### src/safety_io_cfg.svh
// Timing, threshold and width constants of the safety I/O block.
// Assumes one 50 MHz clock and millivolt feedback codes on the same clock.
`ifndef SAFETY_IO_CFG_SVH
`define SAFETY_IO_CFG_SVH

// ==========================================================================
// Clock and times
`define CLK_MHZ        50
`define RST_SHORT_US   1000
`define RST_MID_US     10000
`define RST_LONGEST_US 20000
`define INIT_WIN_US    256000

// ==========================================================================
// Thresholds and widths
`define NUM_IO         6
`define FB_MV_W        12
`define FB_DELTA_MV    13'h0096
`define STRAP_WAIT     2'h3
`define PIN_SETTLE     2'h3
`define CNT_W          32

`endif

### src/safety_io_pkg.sv
// Types shared by the safety I/O block and its pin cell.
// Assumes nothing of its surroundings.
`default_nettype none
package safety_io_pkg;

  // ========================================================================
  // Pin configuration
  typedef enum logic [2:0] {
    IO_OFF, IO_ANALOG, IO_DIGITAL, IO_WAKE, IO_SAFETY, IO_GATE
  } io_mode_t;

  typedef enum logic [1:0] {WAKE_RISE, WAKE_FALL, WAKE_ANY} wake_edge_t;

  typedef struct packed {
    io_mode_t   mode;
    wake_edge_t edge_sel;
  } io_cfg_t;

  // ========================================================================
  // Mux sources, fail-safe states and status
  typedef enum logic [2:0] {
    MUX_BATTERY, MUX_IO0, MUX_IO1, MUX_REF, MUX_TEMP
  } mux_src_t;

  typedef enum logic [1:0] {ST_RST_ACTIVE, ST_INIT_CFG, ST_NORMAL_WD} fs_state_t;

  typedef struct packed {
    logic pair01_err;
    logic pair23_err;
    logic pair45_err;
    logic core_fb_err;
  } safety_status_t;

endpackage
`default_nettype wire

### src/safety_io_top.sv
// Safety I/O pins, analog mux select, fail-safe and reset output control.
// Assumes watchdog, fault and software strobes are one-cycle pulses on
// ref_clk; pins and the debug strap are asynchronous.
`timescale 1ns/100ps
`default_nettype none
`include "safety_io_cfg.svh"
module safety_io_top #(
  parameter logic [`CNT_W-1:0] RST_SHORT_CYC = `RST_SHORT_US * `CLK_MHZ,
  parameter logic [`CNT_W-1:0] RST_MID_CYC   = `RST_MID_US * `CLK_MHZ,
  parameter logic [`CNT_W-1:0] RST_LONG_CYC  = `RST_LONGEST_US * `CLK_MHZ,
  parameter logic [`CNT_W-1:0] INIT_WIN_CYC  = `INIT_WIN_US * `CLK_MHZ
) (
  input  wire logic                                 ref_clk,
  input  wire logic                                 rstn,
  input  wire logic [`NUM_IO-1:0]                   io_pin,
  input  wire safety_io_pkg::io_cfg_t [`NUM_IO-1:0] io_cfg,
  input  wire logic [1:0]                           gate_cmd,
  input  wire safety_io_pkg::mux_src_t              mux_request,
  input  wire logic                                 core_fb_check_en,
  input  wire logic [`FB_MV_W-1:0]                  vcore_fb_mv,
  input  wire logic [`FB_MV_W-1:0]                  io1_fb_mv,
  input  wire logic                                 debug_pin_in_window,
  input  wire logic                                 low_power_off_mode,
  input  wire logic                                 low_power_wake,
  input  wire logic                                 wd_good_refresh,
  input  wire logic                                 wd_error,
  input  wire logic                                 fault_fs,
  input  wire logic                                 fault_rst,
  input  wire logic                                 safe_output_release_field,
  input  wire logic                                 init_cfg_write,
  input  wire logic                                 init_cfg_long_sel,
  input  wire logic                                 status_clear,
  output logic                                      fail_safe_out_n,
  output logic                                      reset_out_n,
  output safety_io_pkg::fs_state_t                  fs_state,
  output logic                                      debug_mode,
  output logic                                      can_normal_force,
  output safety_io_pkg::mux_src_t                   analog_mux_output,
  output logic [1:0]                                analog_route_en,
  output logic [1:0]                                gate_out,
  output logic [`NUM_IO-1:0]                        digital_level,
  output logic                                      wake_request,
  output logic [`NUM_IO-1:0]                        wake_source,
  output safety_io_pkg::safety_status_t             safety_status
);

  logic [`NUM_IO-1:0] level;
  logic [`NUM_IO-1:0] wake_hit;
  logic               debug_level;

  // ========================================================================
  // Pin cells
  // wake sources
  for (genvar i = 0; i < `NUM_IO; i++) begin : g_pin
    io_pin_cell u_cell (
      .ref_clk    (ref_clk),
      .rstn       (rstn),
      .pin_async  (io_pin[i]),
      .wake_en    (io_cfg[i].mode == safety_io_pkg::IO_WAKE),
      .wake_edge  (io_cfg[i].edge_sel),
      .level      (level[i]),
      .wake_event (wake_hit[i])
    );
  end

  io_pin_cell u_debug (
    .ref_clk    (ref_clk),
    .rstn       (rstn),
    .pin_async  (debug_pin_in_window),
    .wake_en    (1'b0),
    .wake_edge  (safety_io_pkg::WAKE_ANY),
    .level      (debug_level),
    .wake_event ()
  );

  // ========================================================================
  // Debug strap
  // The strap is taken once after reset release; changing the pin later
  // has no effect until the next reset, so debug cannot end by accident.
  logic [1:0] strap_cnt;
  logic       strap_done;
  logic [1:0] next_strap_cnt;
  logic       next_strap_done;
  logic       next_debug_mode;

  always_comb begin
    next_strap_cnt  = strap_cnt;
    next_strap_done = strap_done;
    next_debug_mode = debug_mode;
    if (!strap_done) begin
      if (strap_cnt == `STRAP_WAIT) begin
        next_strap_done = 1'b1;
        next_debug_mode = debug_level;
      end else begin
        next_strap_cnt = strap_cnt + 2'h1;
      end
    end
  end

  always_ff @(posedge ref_clk or negedge rstn) begin
    if (!rstn) begin
      strap_cnt        <= 2'h0;
      strap_done       <= 1'b0;
      debug_mode       <= 1'b0;
      can_normal_force <= 1'b0;
    end else begin
      strap_cnt        <= next_strap_cnt;
      strap_done       <= next_strap_done;
      debug_mode       <= next_debug_mode;
      can_normal_force <= next_debug_mode;
    end
  end

  // ========================================================================
  // Safety inputs and core feedback
  logic                 pair01_on;
  logic                 pair23_on;
  logic                 pair45_on;
  logic                 pair01_bad;
  logic                 pair23_bad;
  logic                 pair45_bad;
  logic                 core_fb_bad;
  logic                 safety_event;
  logic [`FB_MV_W:0]    fb_diff;
  logic [`FB_MV_W:0]    fb_abs;
  safety_io_pkg::safety_status_t next_safety_status;

  always_comb begin
    pair01_on = (io_cfg[0].mode == safety_io_pkg::IO_SAFETY) &&
                (io_cfg[1].mode == safety_io_pkg::IO_SAFETY) &&
                !core_fb_check_en;
    pair23_on = (io_cfg[2].mode == safety_io_pkg::IO_SAFETY) &&
                (io_cfg[3].mode == safety_io_pkg::IO_SAFETY);
    pair45_on = (io_cfg[4].mode == safety_io_pkg::IO_SAFETY) &&
                (io_cfg[5].mode == safety_io_pkg::IO_SAFETY);
    pair01_bad = pair01_on && (level[0] == level[1]);
    pair23_bad = pair23_on && (level[2] == level[3]) &&
                 (fs_state == safety_io_pkg::ST_NORMAL_WD);
    pair45_bad = pair45_on && (level[4] == level[5]);
    fb_diff = {1'b0, vcore_fb_mv} - {1'b0, io1_fb_mv};
    fb_abs  = fb_diff[`FB_MV_W] ? (~fb_diff + 13'h0001) : fb_diff;
    core_fb_bad = core_fb_check_en && (fb_abs > `FB_DELTA_MV);
    safety_event = pair01_bad | pair23_bad | pair45_bad | core_fb_bad;
    next_safety_status = safety_status;
    if (status_clear) begin
      next_safety_status = '0;
    end
    next_safety_status.pair01_err  = next_safety_status.pair01_err  | pair01_bad;
    next_safety_status.pair23_err  = next_safety_status.pair23_err  | pair23_bad;
    next_safety_status.pair45_err  = next_safety_status.pair45_err  | pair45_bad;
    next_safety_status.core_fb_err = next_safety_status.core_fb_err | core_fb_bad;
  end

  always_ff @(posedge ref_clk or negedge rstn) begin
    if (!rstn) begin
      safety_status <= '0;
    end else begin
      safety_status <= next_safety_status;
    end
  end

  a_core_fb_flag: assert property (
    @(posedge ref_clk) disable iff (!rstn)
    core_fb_check_en && (fb_abs > `FB_DELTA_MV) |=> safety_status.core_fb_err)
    else $error("core feedback drift not flagged");

  a_bistable_err: assert property (
    @(posedge ref_clk) disable iff (!rstn)
    pair23_on && (level[2] == level[3]) &&
    (fs_state != safety_io_pkg::ST_NORMAL_WD) && !safety_status.pair23_err
    |=> !safety_status.pair23_err)
    else $error("IO2/IO3 evaluated outside normal state");

  // ========================================================================
  // Fail-safe state machine and reset output
  safety_io_pkg::fs_state_t next_fs_state;
  logic [`CNT_W-1:0] cnt;
  logic [`CNT_W-1:0] next_cnt;
  logic [`CNT_W-1:0] rst_target;
  logic [`CNT_W-1:0] next_rst_target;
  logic [`CNT_W-1:0] cfg_rst_cyc;
  logic              fs_init_config_one;
  logic              next_fs_init_config_one;
  logic              next_reset_out_n;
  logic              wd_fault;

  always_comb begin
    cfg_rst_cyc = fs_init_config_one ? RST_MID_CYC : RST_SHORT_CYC;
    wd_fault = wd_error && !debug_mode;
    next_fs_state           = fs_state;
    next_cnt                = cnt + 32'h00000001;
    next_rst_target         = rst_target;
    next_fs_init_config_one = fs_init_config_one;
    case (fs_state)
      safety_io_pkg::ST_RST_ACTIVE: begin
        if (cnt >= rst_target - 32'h00000001) begin
          next_fs_state = safety_io_pkg::ST_INIT_CFG;
          next_cnt      = '0;
        end
      end
      safety_io_pkg::ST_INIT_CFG: begin
        if (init_cfg_write) begin
          next_fs_init_config_one = init_cfg_long_sel;
        end
        if (fault_rst || (cnt >= INIT_WIN_CYC - 32'h00000001)) begin
          next_fs_state   = safety_io_pkg::ST_RST_ACTIVE;
          next_rst_target = cfg_rst_cyc;
          next_cnt        = '0;
        end else if (wd_good_refresh) begin
          next_fs_state = safety_io_pkg::ST_NORMAL_WD;
          next_cnt      = '0;
        end
      end
      default: begin
        next_cnt = '0;
        if (fault_rst || wd_fault) begin
          next_fs_state   = safety_io_pkg::ST_RST_ACTIVE;
          next_rst_target = cfg_rst_cyc;
        end
      end
    endcase
    if (low_power_wake) begin
      next_fs_state           = safety_io_pkg::ST_RST_ACTIVE;
      next_rst_target         = RST_LONG_CYC;
      next_cnt                = '0;
      next_fs_init_config_one = 1'b0;
    end
    next_reset_out_n = (next_fs_state != safety_io_pkg::ST_RST_ACTIVE);
  end

  always_ff @(posedge ref_clk or negedge rstn) begin
    if (!rstn) begin
      fs_state           <= safety_io_pkg::ST_RST_ACTIVE;
      cnt                <= '0;
      rst_target         <= RST_LONG_CYC;
      fs_init_config_one <= 1'b0;
      reset_out_n        <= 1'b0;
    end else begin
      fs_state           <= next_fs_state;
      cnt                <= next_cnt;
      rst_target         <= next_rst_target;
      fs_init_config_one <= next_fs_init_config_one;
      reset_out_n        <= next_reset_out_n;
    end
  end

  a_rst_long_wake: assert property (
    @(posedge ref_clk) disable iff (!rstn)
    low_power_wake |=> !reset_out_n && (rst_target == RST_LONG_CYC))
    else $error("wake did not start longest reset delay");

  a_rst_cfg_dur: assert property (
    @(posedge ref_clk) disable iff (!rstn)
    (fs_state == safety_io_pkg::ST_NORMAL_WD) && fault_rst && !low_power_wake
    |=> !reset_out_n && (rst_target == $past(cfg_rst_cyc)))
    else $error("fault reset did not use configured duration");

  a_init_lock: assert property (
    @(posedge ref_clk) disable iff (!rstn)
    (fs_state != safety_io_pkg::ST_INIT_CFG) && !low_power_wake
    |=> $stable(fs_init_config_one))
    else $error("reset duration changed outside init phase");

  a_wd_debug_ign: assert property (
    @(posedge ref_clk) disable iff (!rstn)
    debug_mode && (fs_state == safety_io_pkg::ST_NORMAL_WD) && wd_error &&
    !fault_rst && !low_power_wake |=> fs_state == safety_io_pkg::ST_NORMAL_WD)
    else $error("watchdog error acted in debug mode");

  a_can_debug: assert property (
    @(posedge ref_clk) disable iff (!rstn)
    strap_done && $stable(debug_mode) |-> can_normal_force == debug_mode)
    else $error("CAN not forced normal in debug mode");

  // ========================================================================
  // Fail-safe output
  // Release needs a good watchdog answer seen since rstn or the last wake, so
  // until then a runaway write of the release field alone cannot open the safe path.
  logic wd_answer_ok;
  logic dbg_released;
  logic next_wd_answer_ok;
  logic next_dbg_released;
  logic next_fail_safe_out_n;
  logic fs_trigger;

  always_comb begin
    next_wd_answer_ok    = wd_answer_ok | wd_good_refresh;
    next_dbg_released    = dbg_released;
    next_fail_safe_out_n = fail_safe_out_n;
    fs_trigger = fault_fs | safety_event |
                 (wd_fault && (fs_state == safety_io_pkg::ST_NORMAL_WD));
    if (safe_output_release_field && next_wd_answer_ok) begin
      next_fail_safe_out_n = 1'b1;
      next_dbg_released    = debug_mode;
    end
    if (fs_trigger && !(debug_mode && dbg_released)) begin
      next_fail_safe_out_n = 1'b0;
    end
    if (low_power_wake) begin
      next_fail_safe_out_n = 1'b0;
      next_wd_answer_ok    = 1'b0;
      next_dbg_released    = 1'b0;
    end
  end

  always_ff @(posedge ref_clk or negedge rstn) begin
    if (!rstn) begin
      wd_answer_ok    <= 1'b0;
      dbg_released    <= 1'b0;
      fail_safe_out_n <= 1'b0;
    end else begin
      wd_answer_ok    <= next_wd_answer_ok;
      dbg_released    <= next_dbg_released;
      fail_safe_out_n <= next_fail_safe_out_n;
    end
  end

  a_fs_trigger: assert property (
    @(posedge ref_clk) disable iff (!rstn)
    fault_fs && !(debug_mode && dbg_released) |=> !fail_safe_out_n)
    else $error("fail-safe trigger did not drive output low");

  a_fs_wake_low: assert property (
    @(posedge ref_clk) disable iff (!rstn)
    low_power_wake |=> !fail_safe_out_n [*1] ##0 !wd_answer_ok)
    else $error("fail-safe output not low after wake");

  a_fs_debug_hold: assert property (
    @(posedge ref_clk) disable iff (!rstn)
    debug_mode && dbg_released && fail_safe_out_n && !low_power_wake
    |=> fail_safe_out_n)
    else $error("fail-safe reasserted after debug release");

  // ========================================================================
  // Analog mux, gate drivers, digital levels and wake source
  safety_io_pkg::mux_src_t next_mux;
  logic [1:0]              next_route_en;
  logic [1:0]              next_gate_out;
  logic [`NUM_IO-1:0]      next_digital_level;
  logic [`NUM_IO-1:0]      next_wake_source;
  logic                    next_wake_request;

  always_comb begin
    next_route_en[0] = io_cfg[0].mode == safety_io_pkg::IO_ANALOG;
    next_route_en[1] = io_cfg[1].mode == safety_io_pkg::IO_ANALOG;
    case (mux_request)
      safety_io_pkg::MUX_IO0:
        next_mux = next_route_en[0] ? mux_request : safety_io_pkg::MUX_REF;
      safety_io_pkg::MUX_IO1:
        next_mux = next_route_en[1] ? mux_request : safety_io_pkg::MUX_REF;
      safety_io_pkg::MUX_BATTERY,
      safety_io_pkg::MUX_TEMP:
        next_mux = mux_request;
      default:
        next_mux = safety_io_pkg::MUX_REF;
    endcase
    next_route_en[0] = next_route_en[0] && (next_mux == safety_io_pkg::MUX_IO0);
    next_route_en[1] = next_route_en[1] && (next_mux == safety_io_pkg::MUX_IO1);
    next_gate_out[0] = gate_cmd[0] && (io_cfg[4].mode == safety_io_pkg::IO_GATE);
    next_gate_out[1] = gate_cmd[1] && (io_cfg[5].mode == safety_io_pkg::IO_GATE);
    for (int i = 0; i < `NUM_IO; i++) begin
      next_digital_level[i] = level[i] &&
        (io_cfg[i].mode == safety_io_pkg::IO_DIGITAL);
    end
    next_wake_request = low_power_off_mode && (|wake_hit);
    next_wake_source  = status_clear ? '0 : wake_source;
    if (low_power_off_mode) begin
      next_wake_source = next_wake_source | wake_hit;
    end
  end

  always_ff @(posedge ref_clk or negedge rstn) begin
    if (!rstn) begin
      analog_mux_output <= safety_io_pkg::MUX_REF;
      analog_route_en   <= 2'h0;
      gate_out          <= 2'h0;
      digital_level     <= '0;
      wake_source       <= '0;
      wake_request      <= 1'b0;
    end else begin
      analog_mux_output <= next_mux;
      analog_route_en   <= next_route_en;
      gate_out          <= next_gate_out;
      digital_level     <= next_digital_level;
      wake_source       <= next_wake_source;
      wake_request      <= next_wake_request;
    end
  end

  a_mux_one_src: assert property (
    @(posedge ref_clk) disable iff (!rstn)
    $onehot0(analog_route_en) &&
    !(analog_route_en[0] && (analog_mux_output != safety_io_pkg::MUX_IO0)) &&
    !(analog_route_en[1] && (analog_mux_output != safety_io_pkg::MUX_IO1)))
    else $error("analog pin routed while another source selected");

  a_wake_latch: assert property (
    @(posedge ref_clk) disable iff (!rstn)
    low_power_off_mode && (wake_hit != '0) |=> wake_request &&
    ((wake_source & $past(wake_hit)) == $past(wake_hit)))
    else $error("wake source not latched");

endmodule
`default_nettype wire

### src/io_pin_cell.sv
// One multi-purpose pin: two-stage synchroniser and wake edge detection.
// Assumes the pin is asynchronous to ref_clk.
`timescale 1ns/100ps
`default_nettype none
`include "safety_io_cfg.svh"
module io_pin_cell (
  input  wire logic                    ref_clk,
  input  wire logic                    rstn,
  input  wire logic                    pin_async,
  input  wire logic                    wake_en,
  input  wire safety_io_pkg::wake_edge_t wake_edge,
  output logic                         level,
  output logic                         wake_event
);

  logic       meta;
  logic       prev;
  logic       next_wake_event;
  logic [1:0] settle;
  logic [1:0] next_settle;

  // ========================================================================
  // Edge selection
  // Edges are ignored until prev holds a real pin level, so a pin that
  // idles high after reset does not raise a false wake.
  // wake edge select
  always_comb begin
    next_settle     = settle;
    next_wake_event = 1'b0;
    if (settle != `PIN_SETTLE) begin
      next_settle = settle + 2'h1;
    end
    if (wake_en && (settle == `PIN_SETTLE)) begin
      case (wake_edge)
        safety_io_pkg::WAKE_RISE: next_wake_event = level & ~prev;
        safety_io_pkg::WAKE_FALL: next_wake_event = ~level & prev;
        default:                  next_wake_event = level ^ prev;
      endcase
    end
  end

  // ========================================================================
  // Registers
  always_ff @(posedge ref_clk or negedge rstn) begin
    if (!rstn) begin
      meta       <= 1'b0;
      settle     <= 2'h0;
      level      <= 1'b0;
      prev       <= 1'b0;
      wake_event <= 1'b0;
    end else begin
      meta       <= pin_async;
      settle     <= next_settle;
      level      <= meta;
      prev       <= level;
      wake_event <= next_wake_event;
    end
  end

endmodule
`default_nettype wire

### config.mk
export PLATFORM = sky130hd
export DESIGN_NAME = safety_io_top
export DESIGN_NICKNAME = d
export VERILOG_FILES = /design/src/safety_io_pkg.sv /design/src/safety_io_top.sv /design/src/io_pin_cell.sv
export VERILOG_INCLUDE_DIRS = /design/src
export SDC_FILE = /design/constraint.sdc
export NUM_CORES = 1
export LEC_CHECK = 0
export BUFFER_PORTS_ARGS = -buffer_cell sky130_fd_sc_hd__buf_2
export CORE_MARGIN = 10
export CORE_UTILIZATION = 57
export CTS_CLUSTER_DIAMETER = 120
export DETAILED_ROUTE_END_ITERATION = 7
export PLACE_DENSITY = 0.85
export SLEW_MARGIN = 40
export SYNTH_ARGS = -nofsm -noshare
export SYNTH_HDL_FRONTEND = slang
export SYNTH_SLANG_ARGS = --single-unit
### constraint.sdc
create_clock -name ref_clk -period 3.86 [get_ports ref_clk]
set_clock_uncertainty 0.05 [all_clocks]
set_input_delay 0.772 -clock ref_clk [delete_from_list [all_inputs] [get_ports ref_clk]]
set_output_delay 0.772 -clock ref_clk [all_outputs]
set_load 0.02 [all_outputs]
Yosys cells after proc, flatten, opt, wreduce, memory -nomap -nowiden
Cells that the tools add are included.
{"block": "word_totals", "regBits": 137, "in_bits": 79, "elab_cells": 266}
{"block": "op_classes", "addsub": 11, "order_cmp": 3, "n_eq_ne": 53, "mux": 46, "bitwise_logic": 44, "reduce_logical": 56}
{"operator": "$mux 32", "count": 7}
{"operator": "$pmux 32 s2", "count": 2}
{"operator": "$eq 3x2->1 const B", "count": 14}
{"operator": "$add 32x1->32 const B", "count": 1}
{"operator": "$ge 32x24->1 const B", "count": 1}
{"operator": "$ge 32x32->1", "count": 1}
{"operator": "$sub 32x1->32 const B", "count": 1}
{"operator": "$logic_and 1x1->1", "count": 31}
{"operator": "$eq 3x3->1 const B", "count": 9}
{"operator": "$mux 19", "count": 1}
{"operator": "$mux 1", "count": 17}
{"operator": "$eq 2x2->1 const B", "count": 8}
{"operator": "$add 2x1->2 const B", "count": 7}
{"operator": "$eq 2x1->1 const B", "count": 7}
{"operator": "$logic_not 2->1", "count": 7}
{"operator": "$ne 2x2->1 const B", "count": 7}
{"operator": "$not 1->1", "count": 14}
{"operator": "$add 13x1->13 const B", "count": 1}
{"operator": "$gt 13x8->1 const B", "count": 1}
{"operator": "$mux 13", "count": 1}
{"operator": "$not 13->13", "count": 1}
{"operator": "$sub 12x12->13", "count": 1}
{"operator": "$and 1x1->1", "count": 12}
{"operator": "$eq 3x1->1 const B", "count": 4}
{"operator": "21 further kinds", "count": 57}

Longest topological paths before layout
{"block": "logic_depth", "ltp_word": 12, "mapped_depth": 17, "mapped_depth_nobuf": 16}

By module
Synthesis repeated with hierarchy kept, for this count alone.
{"block": "unflattened", "cells_unflattened": 708, "area_unflattened_um2": 7084.3}
{"mod": "safety_io_top", "n_inst": 1, "cells_per_inst": 596, "area_per_inst_um2": 5393.9}
{"mod": "io_pin_cell", "n_inst": 7, "cells_per_inst": 16, "area_per_inst_um2": 241.5}

Worst setup path after synthesis
Ideal clock, no wire load.
{"block": "synth_timing", "kind": "flip-flop to flip-flop", "startpoint": "register rst_target[15]", "endpoint": "register cnt[10]", "setup_time_ps": 86, "t_arrival_ps": 3292, "required_time_ps": 3724, "slack_ps": 432, "path_stages_with_launch": 14, "n_path_buf": 1, "synth_period_minus_slack_ps": 3428, "cell_sequence": "dfrtp_1 -> nor4_1 -> nand2_1 -> ha_1 -> a21o_1 -> a21o_1 -> a21o_1 -> a21o_1 -> a21oi_1 -> nor2_1 -> a211oi_1 -> a31oi_1 -> buf_2 -> nor3_1"}
{"block": "synth_between", "elab_chain_len": 5}
{"element": "start: declaration", "line_no": "safety_io_top.sv:179", "source": "logic [`CNT_W-1:0] rst_target;"}
{"element": "start signal: assignment", "line_no": "safety_io_top.sv:241", "source": "rst_target <= next_rst_target;"}
{"element": "$sub 32x1->32", "line_no": "safety_io_top.sv:196", "source": "if (cnt >= rst_target - 32'h00000001) begin"}
{"element": "$ge 32x32->1", "line_no": "safety_io_top.sv:196"}
{"element": "$mux 32", "line_no": "safety_io_top.sv:196"}
{"element": "$pmux 32 s2", "line_no": "safety_io_top.sv:194", "source": "case (fs_state)"}
{"element": "$mux 32", "line_no": "safety_io_top.sv:222", "source": "if (low_power_wake) begin"}
{"element": "via next_cnt[10]", "line_no": "safety_io_top.sv:178", "source": "logic [`CNT_W-1:0] next_cnt;"}
{"element": "end signal: assignment", "line_no": "safety_io_top.sv:240", "source": "cnt <= next_cnt;"}
{"element": "end: declaration", "line_no": "safety_io_top.sv:177", "source": "logic [`CNT_W-1:0] cnt;"}
The timed path passes the listed nets, and every way through them passes these cells.
A chain may end at the register's enable or synchronous reset.

Worst setup path in the final report
{"block": "layout_timing", "startpoint": "register rst_target[13]", "endpoint": "register cnt[12]"}
The elaborated chain is that of the path after synthesis.

==> flow_summary.ini <==
[synth]
synthesis.area_sq_um = 6561
yosysWarnings = 0
yosys.cell_types.count = 69
synth-seq-cells = 111
ys_seq_area_share_pct = 42.43
syn_nets = 809
synth-xor-area-share_pct = 6.274
synth_edf_count = 0
ys.flop_type = dfrtp_1
synth_top_area_share_pct = 40.43
synth_area_leaders = dfrtp_1 (40%), ha_1 (12%), nor3_1 (3.7%)
synthMuxAreaShare_pct = 2.155
synth-simple-area-share_pct = 21.62
synth_top_area_cell = dfrtp_1
syn-instance-count = 666
async_flop_share_pct = 100.0
synth_top_family_by_area = simple AND/OR/NAND/NOR gates
syn_avg_cell_area_sq_um = 9.852
synth_fa_ha_area_share_pct = 12.32
synth_compound_area_share_pct = 11.35

[worst_setup_path]
crit_arrival_ns = 3.78
crit_required_ns = 4.04
crit_fanout = 24
critPathCaptureType = flop
reg2reg_from = rst_target[13]
start_kind = flop
worst_r2r_endpoint = cnt[12]
ff2ff_path_depth = 17
cpMostUsedCell = a21o_1
path_cells = inv_1 > ha_1 > ha_1 > nand2_1 > nor2_1 > xnor2_1 > ha_1 > a21o_1 > a21o_1 > a21o_1 > a21o_1 > a21oi_1 > o21ai_0 > o21ai_1 > a31oi_4 > buf_12 > nor3_1
cpPeakStageDelay_ns = 0.45
r2r_slack_ns = 0.26
crit_type = flop to flop
cpMaxStageDelayCell = dfrtp_1

[place]
place.gp.congestion = 0.9826
numPortBuffers = 108
hpwlAfterDp_mm = 12.13
dp_slack_ns = 0.1402
placed_area_sq_um = 7295

[floorplan]
pin_count = 109
core_sq_um = 11320
initial_core_util_pct = 57.96
rows = 39
die_w_um = 127.3
dieArea_sq_um = 16200
fp.dieH_um = 127.3

[hold_path]
worstHoldPathType = flop to flop
whs_path_depth = 0
hold_end = g_pin[1].u_cell.level
worstHoldStart = g_pin[1].u_cell.meta

[final_layout]
area_growth_pct = 15.77
fin_area_sq_um = 7596
num-nets-final = 920
drive_above_1_share_pct = 20.49

[global_routing]
antenna_found_initial = 1
grt_pass1_wl_mm = 26.05
grt_pass1_vias = 5406
grt_max_degree = 74
overflow = 0
grt.total_usage_pct = 19.12

[power_and_ir_drop]
p_leak_nw = 3.647
p_per_area_nw_per_um2 = 321.9
ir_worst_vdd_mv = 0.2674

[drt]
ant_nets = 0
vias_per_cell = 5.902
drtIter0Drc = 453
drc = 0
firstDrtPassIters = 5
wire_per_inst_um = 17.05
drt_wl_total_mm = 15.77
via_count = 5459

[sta]
tightest_slew_ns = 0.6410
drv_slew = 0
fin_crit_sh_pct = 93.24
setup_tns_ns = 0
setup_viol = 0
fin_crit_ns = 3.599
layout_setup_ws_ns = 0.2610
max_freq_mhz = 277.9
relSlewSlack_pct = 57.26
final_hold_viol_count = 0
rsz0062_at_grt = no

[clocking]
h-tree-depth = 3
cts-root-buf = clkbuf_16
cts_tree = done
cts.sinks = 111
clkLatencyLatePin_ns = 0.34
numCtsBuffers = 9
clockBufferDepth = 2
clk_pin_slew_ns = 0.07

[run]
cap_viol_max_count = 0

[outcome]
outcome = completed
## cell type report
| class | count | area, sq um |
|---|---|---|
| Clock inverter | 6 | 51.30 |
| Inverter | 49 | 183.9 |
| Multi-Input combinational cell | 492 | 3551 |
| Clock buffer | 9 | 225.2 |
| Timing Repair Buffer | 114 | 619.3 |
| Fill cell | 848 | 3725 |
| Tap cell | 143 | 178.9 |
| Antenna cell | 1 | 2.502 |
| Sequential cell | 111 | 2784 |
## layout by cell type, fill, tap and decap left out, drive strengths merged, types with 5 or more instances in the layout
| cell | instances |
|---|---|
| inv | 53 |
| nand3 | 29 |
| nand4b | 6 |
| nor4b | 8 |
| nor3b | 8 |
| and3 | 7 |
| and2 | 5 |
| ha | 63 |
| xor2 | 22 |
| nor2b | 15 |
| nor2 | 40 |
| mux2 | 9 |
| nand2 | 56 |
| o21ai | 19 |
| clkbuf | 9 |
| a21oi | 20 |
| buf | 114 |
| nor4 | 6 |
| xnor2 | 25 |
| nand4 | 8 |
| dfstp | 5 |
| a21o | 17 |
| a211oi | 16 |
| nor3 | 48 |
| dfrtp | 106 |
| a31oi | 6 |
## cell families (layout without fill, tap and decap cells)
kind of cell | count (synthesis) | in the layout
compound gates | 109 | 109
mux | 13 | 13
xor+xnor | 47 | 47
flops | 111 | 111
simple gates | 259 | 259
fa+ha+maj | 64 | 64
buf+inv | 63 | 178
other cells | 0 | 1
## Yosys cell counts, types with 5 or more instances
| cell type | number |
|---|---|
| nand4b_1 | 6 |
| ha_1 | 63 |
| xnor2_1 | 25 |
| a21o_1 | 17 |
| o21ai_0 | 16 |
| nand2_1 | 56 |
| and3_1 | 7 |
| nor4b_1 | 8 |
| nand3_1 | 28 |
| mux2_2 | 9 |
| xor2_1 | 22 |
| nor2b_1 | 15 |
| a211oi_1 | 16 |
| a21oi_1 | 19 |
| a31oi_1 | 6 |
| nand4_1 | 8 |
| dfrtp_1 | 106 |
| nor2_1 | 39 |
| clkbuf_1 | 7 |
| nor3_1 | 48 |
| dfstp_2 | 5 |
| inv_1 | 49 |
| nor3b_1 | 7 |
## worst max-delay path: cells and delay by family, from the launching register on
| kind | cells | cell delay [ns] |
|---|---|---|
| fa+ha+maj | 3 | 0.55 |
| buf+inv | 2 | 0.33 |
| flops | 1 | 0.45 |
| compound gates | 8 | 1.43 |
| simple gates | 3 | 0.56 |
| xor+xnor | 1 | 0.12 |
## worst max path at each step
stage                     slack [ns]              end      startpoint  cells after the start
after CTS                       0.25          cnt[12]   rst_target[4]                     17
after global placement          0.33  fail_safe_out_n  vcore_fb_mv[0]                     12
after floorplan                 0.43          cnt[10]  rst_target[15]                     13
final                           0.26          cnt[12]  rst_target[13]                     17
after detailed placement        0.14  fail_safe_out_n  vcore_fb_mv[0]                     12
after global routing            0.08          cnt[12]  rst_target[13]                     17
## flip-flops by register name (all words and copies together) (netlist names), 2 cells and up
name / flops
analog_mux_output: 3
analog_route_en: 2
cnt: 32
digital_level: 6
fs_state: 2
g_pin.u_cell.level: 6
g_pin.u_cell.meta: 6
g_pin.u_cell.prev: 6
g_pin.u_cell.settle: 12
g_pin.u_cell.wake_event: 6
gate_out: 2
rst_target: 6
safety_status: 4
strap_cnt: 2
wake_source: 6
## what timing repair did
item,in CTS,in global routing
setup endpoints to repair,0,15
gates resized for setup,0,3
hold buffers,0,0
setup buffers,0,0
## metrics by stage
| stage | cells | hold slack (ns) | utilization [%] | total power [mW] |
|---|---|---|---|---|
| after CTS | 924 | 0.3024 | 66.88 | 2.458 |
| after floorplan | 666 | 0.2812 | - | 1.438 |
| after detailed placement | 909 | 0.2847 | 64.43 | 1.579 |
| final | 925 | 0.3004 | 67.10 | 2.445 |
| after global placement | 909 | 0.2841 | 64.40 | 1.558 |
| after global routing | 925 | 0.3118 | 67.10 | 2.552 |
## layer usage
metal / track usage, % / part of all wire [%] / vias up
met2: 32.70 / 51 / 163
met4: 4.756 / 1.5 / 0
met5: 0 / 0 / -
met3: 3.598 / 5.4 / 19
met1: 24.33 / 42 / 2672
li1: - / - / 2605
## where the power goes
part / total (mW) / internal, mW / switching [mW]
registers: 1.21 / 1.19 / 0.0171
clock network: 0.884 / 0.447 / 0.438
logic: 0.355 / 0.147 / 0.208
(Power assumes the default switching activity.)
